## src/rtl/mode_loader_pkg.sv

```systemverilog
package mode_loader_pkg;

	localparam logic [31:0] MODE_VECTOR_ADDR  = 32'h000FFFF8;
	localparam logic [31:0] RESET_VECTOR_ADDR = 32'h000FFFFC;
	localparam int          MODE_BYTE_MSB     = 31;
	localparam int          MODE_BYTE_LSB     = 24;
	localparam logic [7:0]  MODE_BYTE_RESET   = 8'h00;
	localparam logic [7:0]  MODE_BYTE_EXPECT  = 8'h07;
	localparam logic [2:0]  STRAP_INT_ROM     = 3'h0;
	localparam int          STRAP_COUNT       = 4;
	localparam int          STRAP_AREA_MSB    = 2;
	localparam int          STRAP_FIXED_BIT   = 3;
	// Only strobe 3 set: a lone byte write on the mode byte lane
	localparam logic [3:0]  STRB_MODE_LANE    = 4'h8;

	// APB register offsets
	localparam logic [11:0] OFS_MODE   = 12'h000;
	localparam logic [11:0] OFS_STATUS = 12'h004;
	localparam logic [11:0] OFS_RVEC   = 12'h008;

	// Status register field positions
	localparam int ST_DONE     = 0;
	localparam int ST_EXT_AREA = 1;
	localparam int ST_BAD_STRAP = 2;
	localparam int ST_BAD_MODE = 3;
	localparam int ST_STRAP_LSB = 4;

	// Transfer sizes on the emulator write path
	localparam logic [1:0] SIZE_BYTE = 2'h0;
	localparam logic [1:0] SIZE_HALF = 2'h1;
	localparam logic [1:0] SIZE_WORD = 2'h2;

	typedef enum logic [1:0] {
		ST_IDLE   = 2'b00,
		ST_MREQ   = 2'b01,
		ST_RREQ   = 2'b11,
		ST_RUN    = 2'b10
	} boot_state_e;

	typedef struct packed {
		logic        req;
		logic        ext_area;
		logic [31:0] addr;
	} fetch_req_s;

	typedef struct packed {
		logic        valid;
		logic [31:0] data;
	} fetch_rsp_s;

endpackage : mode_loader_pkg

```

## src/rtl/strap_capture.sv

```systemverilog
`timescale 1ns/100ps
module strap_capture #(
	parameter int WIDTH = 4
) (
	input  wire logic             pclk,
	input  wire logic             presetn,
	input  wire logic             hold,
	input  wire logic [WIDTH-1:0] pins,
	output logic      [WIDTH-1:0] value
);
	if (WIDTH < 1) begin : g_bad_width
		$error("strap_capture: WIDTH must be positive");
	end

	// Follows the pins until hold rises; constant under async reset
	always_ff @(posedge pclk or negedge presetn) begin
		if (!presetn)
			value <= '0;
		else if (!hold)
			value <= pins;
	end

endmodule : strap_capture

```

## src/rtl/reset_mode_vector_loader.sv

```systemverilog
`timescale 1ns/100ps
module reset_mode_vector_loader (
	input  wire logic                        pclk,
	input  wire logic                        presetn,
	input  wire logic                        boot_strap_bit0,
	input  wire logic                        boot_strap_bit1,
	input  wire logic                        boot_strap_bit2,
	input  wire logic                        boot_strap_bit3,
	input  wire logic                        emulator_mode,
	output mode_loader_pkg::fetch_req_s      fetch_req,
	input  wire mode_loader_pkg::fetch_rsp_s fetch_rsp,
	output logic [7:0]                       operating_mode,
	output logic                             cpu_start,
	output logic [31:0]                      reset_vector,
	input  wire logic                        psel,
	input  wire logic                        penable,
	input  wire logic                        pwrite,
	input  wire logic [11:0]                 paddr,
	input  wire logic [31:0]                 pwdata,
	input  wire logic [3:0]                  pstrb,
	output logic [31:0]                      prdata,
	output logic                             pready,
	output logic                             pslverr
);
	mode_loader_pkg::boot_state_e state_reg, state_next;
	mode_loader_pkg::fetch_req_s  req_reg, req_next;
	logic [7:0]  mode_reg, mode_next;
	logic [31:0] rvec_reg, rvec_next;
	logic        start_reg, start_next;
	logic [31:0] prdata_reg, prdata_next;
	logic        pready_reg, pready_next;
	logic        pslverr_reg, pslverr_next;
	logic [31:0] status_word;
	logic [mode_loader_pkg::STRAP_COUNT-1:0] straps;

	// The mode byte must be one byte and sit at the top of the bus word
	if ((mode_loader_pkg::MODE_BYTE_MSB - mode_loader_pkg::MODE_BYTE_LSB + 1
	     != $bits(mode_reg))
	    || (mode_loader_pkg::MODE_BYTE_MSB != $bits(prdata) - 1))
	begin : g_bad_lane
		$error("mode byte slice does not match the register");
	end
	if (mode_loader_pkg::ST_STRAP_LSB + mode_loader_pkg::STRAP_COUNT
	    > $bits(status_word)) begin : g_bad_status
		$error("strap field does not fit the status word");
	end

	// Pin order follows the strap numbering, bit 0 lowest
	wire logic [mode_loader_pkg::STRAP_COUNT-1:0] strap_pins = {
		boot_strap_bit3, boot_strap_bit2, boot_strap_bit1, boot_strap_bit0};

	// Straps track the pins while idle, frozen once the fetch begins
	strap_capture #(
		.WIDTH (mode_loader_pkg::STRAP_COUNT)
	) u_strap (
		.pclk    (pclk),
		.presetn (presetn),
		.hold    (state_reg != mode_loader_pkg::ST_IDLE),
		.pins    (strap_pins),
		.value   (straps)
	);

	// The first request is built from the live pins: the captured copy
	// is only loaded on that same edge and would still hold its reset value
	wire logic pin_ext_area =
		strap_pins[mode_loader_pkg::STRAP_AREA_MSB:0]
		!= mode_loader_pkg::STRAP_INT_ROM;
	wire logic ext_area =
		straps[mode_loader_pkg::STRAP_AREA_MSB:0]
		!= mode_loader_pkg::STRAP_INT_ROM;
	// Forbidden straps are only flagged; the fetch still goes ahead
	wire logic bad_strap =
		ext_area | straps[mode_loader_pkg::STRAP_FIXED_BIT];
	wire logic bad_mode  = mode_reg != mode_loader_pkg::MODE_BYTE_EXPECT;
	wire logic [7:0] fetched_byte =
		fetch_rsp.data[mode_loader_pkg::MODE_BYTE_MSB:
		               mode_loader_pkg::MODE_BYTE_LSB];

	// APB decode
	wire logic access   = psel & penable & pready_reg;
	wire logic setup    = psel & !penable;
	wire logic hit_mode = paddr == mode_loader_pkg::OFS_MODE;
	wire logic hit_stat = paddr == mode_loader_pkg::OFS_STATUS;
	wire logic hit_rvec = paddr == mode_loader_pkg::OFS_RVEC;
	wire logic hit_any  = hit_mode | hit_stat | hit_rvec;
	// Byte lane of the mode byte in big-endian order is strobe 3
	wire logic byte_xfer = pstrb == mode_loader_pkg::STRB_MODE_LANE;
	// Wider writes are dropped silently, with no error response
	wire logic mode_wr = access & pwrite & hit_mode & emulator_mode
	                     & byte_xfer;

	// Read data is chosen in the setup cycle so it stands registered
	// in the access cycle
	wire logic [31:0] mode_word =
		{mode_reg, {mode_loader_pkg::MODE_BYTE_LSB{1'b0}}};
	wire logic [31:0] read_word =
		hit_mode ? mode_word :
		hit_stat ? status_word :
		hit_rvec ? rvec_reg : '0;

	// Status fields sit at fixed positions, the rest reads as zero
	always_comb begin
		status_word = '0;
		status_word[mode_loader_pkg::ST_DONE]      = start_reg;
		status_word[mode_loader_pkg::ST_EXT_AREA]  = ext_area;
		status_word[mode_loader_pkg::ST_BAD_STRAP] = bad_strap;
		status_word[mode_loader_pkg::ST_BAD_MODE]  = bad_mode;
		status_word[mode_loader_pkg::ST_STRAP_LSB +:
		            mode_loader_pkg::STRAP_COUNT] = straps;
	end

	always_comb begin
		state_next = state_reg;
		req_next   = req_reg;
		mode_next  = mode_reg;
		rvec_next  = rvec_reg;
		unique case (state_reg)
			mode_loader_pkg::ST_IDLE: begin
				req_next.req      = 1'b1;
				req_next.ext_area = pin_ext_area;
				req_next.addr     = mode_loader_pkg::MODE_VECTOR_ADDR;
				state_next        = mode_loader_pkg::ST_MREQ;
			end
			mode_loader_pkg::ST_MREQ: begin
				if (fetch_rsp.valid) begin
					mode_next     = fetched_byte;
					req_next.addr = mode_loader_pkg::RESET_VECTOR_ADDR;
					state_next    = mode_loader_pkg::ST_RREQ;
				end
			end
			mode_loader_pkg::ST_RREQ: begin
				if (fetch_rsp.valid) begin
					rvec_next    = fetch_rsp.data;
					req_next.req = 1'b0;
					state_next   = mode_loader_pkg::ST_RUN;
				end
			end
			mode_loader_pkg::ST_RUN: begin
				if (mode_wr)
					mode_next = pwdata[mode_loader_pkg::MODE_BYTE_MSB:
					                   mode_loader_pkg::MODE_BYTE_LSB];
			end
		endcase
	end

	// Execution may start only once both vectors are in
	assign start_next = state_next == mode_loader_pkg::ST_RUN;

	// Zero-wait slave: pready rises in the first access cycle
	always_comb begin
		prdata_next  = prdata_reg;
		pslverr_next = 1'b0;
		pready_next  = setup;
		if (setup) begin
			prdata_next  = pwrite ? '0 : read_word;
			pslverr_next = !hit_any;
		end
	end

	// Every reset source funnels into presetn, so each one restarts the fetch
	always_ff @(posedge pclk or negedge presetn) begin
		if (!presetn) begin
			state_reg <= mode_loader_pkg::ST_IDLE;
			req_reg   <= '0;
		end else begin
			state_reg <= state_next;
			req_reg   <= req_next;
		end
	end

	// Holds 00h until the fetch lands, never a stale mode
	always_ff @(posedge pclk or negedge presetn) begin
		if (!presetn)
			mode_reg <= mode_loader_pkg::MODE_BYTE_RESET;
		else
			mode_reg <= mode_next;
	end

	always_ff @(posedge pclk or negedge presetn) begin
		if (!presetn)
			rvec_reg <= '0;
		else
			rvec_reg <= rvec_next;
	end

	always_ff @(posedge pclk or negedge presetn) begin
		if (!presetn)
			start_reg <= 1'b0;
		else
			start_reg <= start_next;
	end

	// Registered bus outputs cost the one access cycle
	always_ff @(posedge pclk or negedge presetn) begin
		if (!presetn) begin
			prdata_reg  <= '0;
			pready_reg  <= 1'b0;
			pslverr_reg <= 1'b0;
		end else begin
			prdata_reg  <= prdata_next;
			pready_reg  <= pready_next;
			pslverr_reg <= pslverr_next;
		end
	end

	assign fetch_req      = req_reg;
	assign operating_mode = mode_reg;
	assign cpu_start      = start_reg;
	assign reset_vector   = rvec_reg;
	assign prdata         = prdata_reg;
	assign pready         = pready_reg;
	assign pslverr        = pslverr_reg;

endmodule : reset_mode_vector_loader

```

## config.mk

```make
export PLATFORM = sky130hd
export DESIGN_NAME = reset_mode_vector_loader
export DESIGN_NICKNAME = d
export VERILOG_FILES = /design/src/rtl/mode_loader_pkg.sv /design/src/rtl/strap_capture.sv /design/src/rtl/reset_mode_vector_loader.sv
export SDC_FILE = /design/constraint.sdc
export NUM_CORES = 1
export LEC_CHECK = 0
export ABC_AREA = 1
export BUFFER_PORTS_ARGS = -buffer_cell sky130_fd_sc_hd__buf_4
export CAP_MARGIN = 5
export CORE_MARGIN = 4
export CORE_UTILIZATION = 30
export CTS_CLUSTER_DIAMETER = 40
export DETAILED_ROUTE_END_ITERATION = 16
export PLACE_DENSITY = 0.58
export SLEW_MARGIN = 20
export SYNTH_ARGS = -nofsm -noshare
export SYNTH_HDL_FRONTEND = slang
export SYNTH_SLANG_ARGS = --single-unit
export TNS_END_PERCENT = 1
```

## constraint.sdc

```tcl
create_clock -name pclk -period 3.1 [get_ports pclk]
set_input_delay 0.31 -clock pclk [delete_from_list [all_inputs] [get_ports pclk]]
set_output_delay 0.31 -clock pclk [all_outputs]
set_load 0.05 [all_outputs]
```

# Word-level counts from Yosys, hierarchy flattened
# Cells that the tools add are included.
dict set report totals {
  word_cells 61
  output_inout_bits 109
  register_bits 115
  inputBits 91
}
dict set report classes {
  bitwise_logic 10
  n_eq_ne 11
  muxes 15
  reduce_logical 14
}
# op n
set op_table {}
lappend op_table {{$mux W32} 5}
lappend op_table {{$pmux W32 S2} 1}
lappend op_table {{$mux W8} 2}
lappend op_table {{$pmux W8 S2} 1}
lappend op_table {{$eq A12 B3 Y1 const B} 1}
lappend op_table {{$eq A12 B4 Y1 const B} 1}
lappend op_table {{$logic_not A12 Y1} 1}
lappend op_table {{$ne A8 B3 Y1 const B} 1}
lappend op_table {{$reduce_bool A2 Y1} 4}
lappend op_table {{$and A1 B1 Y1} 7}
lappend op_table {{$eq A2 B2 Y1 const B} 3}
lappend op_table {{$ne A2 B2 Y1 const B} 3}
lappend op_table {{$pmux W2 S3} 1}
lappend op_table {{$reduce_and A2 Y1} 3}
lappend op_table {{$reduce_bool A3 Y1} 2}
lappend op_table {{$eq A4 B4 Y1 const B} 1}
lappend op_table {{$mux W2} 2}
lappend op_table {{$or A1 B1 Y1} 3}
lappend op_table {{$reduce_and A3 Y1} 1}
lappend op_table {{$eq A2 B1 Y1 const B} 1}
lappend op_table {{$logic_not A1 Y1} 2}
lappend op_table {{$logic_not A2 Y1} 1}
lappend op_table {{$mux W1} 2}
lappend op_table {{$pmux W1 S2} 1}

# Depth between registers and ports, before layout
dict set report logic_depth {
  depth_word 8
  mapped_depth 9
}

# Hierarchy
# From an unflattened synthesis, not the netlist that was laid out.
dict set report unflattened {
  hier_cells 466
  area_unflattened_um2 4001.3
}
# module seq_area_each_um2 area_per_inst_um2 cells_each instances
set by_module_without_submodules {}
lappend by_module_without_submodules {reset_mode_vector_loader 2026.9 3852.4 449 1}
lappend by_module_without_submodules {strap_capture 100.1 148.9 17 1}

# Worst setup path before layout
# Ideal clock, no wire load.
dict set report synth_path {
  path_kind {reg2out}
  start {register fetch_req[18] (netlist name)}
  end {output port fetch_req[10] (netlist bit)}
  path_slack_ns 1.630
  arrival_time_ns 1.160
  required_time_ns 2.790
  stages_incl_launch_ff 2
  path_cell_list {dfrtp_1 buf_4}
}
# item line
set synth_rtl {}
lappend synth_rtl {{end: declaration} reset_mode_vector_loader.sv:10} ;# output mode_loader_pkg::fetch_req_s fetch_req,

# Worst setup path after layout
dict set report layout_path {
  start {register state_reg[0]}
  end {register rvec_reg[27] (netlist: reset_vector[27])}
}
dict set report layout_between {
  elab_chain_len 2
}
# item line
set layout_lines {}
lappend layout_lines {{start: declaration} reset_mode_vector_loader.sv:25} ;# mode_loader_pkg::boot_state_e state_reg, state_next;
lappend layout_lines {{start signal: assignment} reset_mode_vector_loader.sv:163} ;# state_reg <= mode_loader_pkg::ST_IDLE;
lappend layout_lines {{start signal: assignment} reset_mode_vector_loader.sv:166} ;# state_reg <= state_next;
lappend layout_lines {{$eq A2 B2 Y1} reset_mode_vector_loader.sv:117} ;# unique case (state_reg)
lappend layout_lines {{$reduce_and A2 Y1 (no line)} --}
lappend layout_lines {{end signal: assignment} reset_mode_vector_loader.sv:183} ;# rvec_reg <= rvec_next;
lappend layout_lines {{end: declaration} reset_mode_vector_loader.sv:28} ;# logic [31:0] rvec_reg, rvec_next;
# Every way passes these cells.
# A chain may end at the register's enable or synchronous reset.

==> flow_metrics.tcl <==
set metrics [dict create \
    place_hpwl_um 8440 \
    place_ws_ps 1140 \
    leakage_uw 0.00299 \
    ys_top_cells_by_count "nand2_1, dfrtp_1, inv_1" \
    core-area_um2 12800 \
    drv_slew 0 \
    final_nets 699 \
    ff2ff_setup_slack_ps 1380 \
    critPathRequiredTime_ps 3310 \
    cts_buffers 9 \
    p_int_uw 2030 \
    port_buffers 161 \
    cts.sinks 85 \
    stdcell_count 785 \
    syn_area_per_cell_um2 8.55 \
    place_inst 769 \
    gp_congestion 0.786 \
    path_max_fanout 27 \
    drv_cap 0 \
    wl_um 11000 \
    hold_buffers 0 \
    async_flop_share_pct 100 \
    postCtsSetupRepairBufs 0 \
    post_cts_resized 0 \
    ir_worst_vdd_mv 0.218 \
    cts_root_buffer "clkbuf_16" \
    grt_pass1_vias 3308 \
    post-route-period-util_pct 55.6 \
    synth_ff_type "dfrtp_1" \
    ant_nets 0 \
    synth-seq-area-share_pct 53.3 \
    drc 0 \
    synth_top_area_cell "dfrtp_1" \
    powerDensity_nw_per_um2 526 \
    critical_path_class "flop to flop" \
    grt_max_degree 86 \
    synthDistinctLibCells 31 \
    rows 41 \
    synth.mux.area_fraction_pct 1.13 \
    cts_max_level 3 \
    areaGrowthSynthToFinish_pct 37.6 \
    cts_tree "built" \
    critPathLaunchType "flop" \
    synthAdderAreaFrac_pct 0 \
    dr.pass1.iters 4 \
    fmax_ghz 0.581 \
    grt_overflow_total 0 \
    finalSetupViolCount 0 \
    clock_tree.buffer_depth 2 \
    slew_headroom_pct 48.9 \
    synth_area_leaders "dfrtp_1, nand2_1, buf_4, o21ai_0, inv_1" \
    outcome "finished, final reports clean" \
    period_needed_ps 1720 \
    end_kind "flop" \
    rsz0062_at_grt "false" \
    die_area_um2 15200 \
    crit_arrival_ps 1930 \
    pwr-share-clk_pct 40.1 \
    synth_xor_area_share_pct 0 \
    startpoint "state_reg[0]" \
    fp.dieW_um 123 \
    antenna_found_initial 0 \
    drive_above_1_share_pct 34.6 \
    yosysMostFrequentCell "nand2_1" \
    p_sw_share_pct 29.7 \
    n_antenna_cell 0 \
    via_count 3356 \
    synth_compound_area_share_pct 9.37 \
    grt_usage_pct 14.5 \
    die-height_um 123 \
    clkTransAtPathRegs_ps 60 \
    finalSetupTns_ps 0 \
    grt_pass1_wl_um 16800 \
    synth-seq-cells 85 \
    hold_violations 0 \
    io_pins 200 \
    syn_inst 467 \
    fin_ws_ps 1380 \
    tightest_slew_ps 766 \
    ys_warn_count 0 \
    power.switching_uw 859 \
    syn_area_um2 3990 \
    via_per_inst 4.28 \
    power_frac_comb_pct 18.3 \
    holdCritPathClass "input pin to async pin" \
    yosys.area_share.simple_pct 23.3 \
    start_util_pct 31.1 \
    crit-reg2reg-launch "state_reg[0]" \
    insertion_delay_ps 330 \
    seqPwrFrac_pct 41.6 \
    synth_top_family_by_area "simple AND/OR/NAND/NOR gates" \
    fin_skew_ps 2.76 \
    drtIter0Drc 186 \
    synth_top_cell_area_share_pct 53.3 \
    routedWlPerCell_um 14.0 \
    synth_enable_flop_cells 0 \
]
final timing paths:
check / endpoint / depth (start not counted)
max in group asynchronous: prdata[7] / 1
min reg2reg: prdata[0] / 2
min in group pclk: pready / 2
min: reset_vector[19] / 1
max: reset_vector[27] / 5
max reg2reg: reset_vector[27] / 5
layout make-up:
cell class              count  area [um2]
fillers                  1304        7330
flip-flops and latches     85        2130
multi-input cells         296        1400
repair buffers            162        1220
clock buffers               9         225
well taps                 172         215
inverters                  54         209
clock inverters             7        97.6
routing by layer:
metal | part of all wire (%) | global-route usage [%] | vias up
li1 | - | - | 1688
met1 | 46 | 19.8 | 1541
met2 | 47 | 22.9 | 109
met3 | 5.3 | 3.16 | 18
met4 | 1.7 | 4.98 | 0
met5 | 0 | 0 | -
logic make-up after synthesis:
logic type,after synthesis
simple gates,211
buf+inv,99
flops,85
compound gates,67
mux,4
other cells,1
layout by cell type (no fill, tap or decap), types with 2 or more instances in the layout:
| cell type | n |
|---|---|
| mux2_2 | 4 |
| inv_1 | 49 |
| clkinv_2 | 2 |
| o21ai_0 | 43 |
| o21ai_2 | 10 |
| clkinvlp_4 | 2 |
| nor2_1 | 31 |
| nor2_4 | 3 |
| buf_4 | 161 |
| nand2_2 | 3 |
| nor3_1 | 2 |
| inv_2 | 3 |
| nand2_1 | 142 |
| a21oi_1 | 5 |
| nand2_4 | 4 |
| inv_6 | 2 |
| bufinv_16 | 2 |
| clkbuf_16 | 9 |
| nand3_1 | 16 |
| conb_1 | 14 |
| o21ai_1 | 8 |
| nand4_1 | 3 |
| dfrtp_1 | 85 |
| nand3b_1 | 2 |
worst max-delay path, stage by stage (launching register included):
cell	delay, ps
dfrtp_1	430
nand2_1	130
nor2_4	460
inv_1	350
nand2_1	130
o21ai_0	90
metrics by stage:
step	util [%]	area (um2)	power, uW	hold slack, ps
finish	42.9	5500	2890	18.8
global route	42.9	5500	3030	75.8
CTS	42.8	5490	2940	139
detailed placement	40.3	5170	1760	468
global placement	40.3	5170	1750	462
floorplan	-	4040	1550	14.4
power by group through the flow:
stage,clock network [uW],registers [uW],logic [uW]
floorplan,0,1420,129
global placement,0,1220,532
detailed placement,0,1220,536
CTS,1200,1200,538
global route,1250,1210,566
finish,1160,1200,530
(Power assumes the default switching activity.)
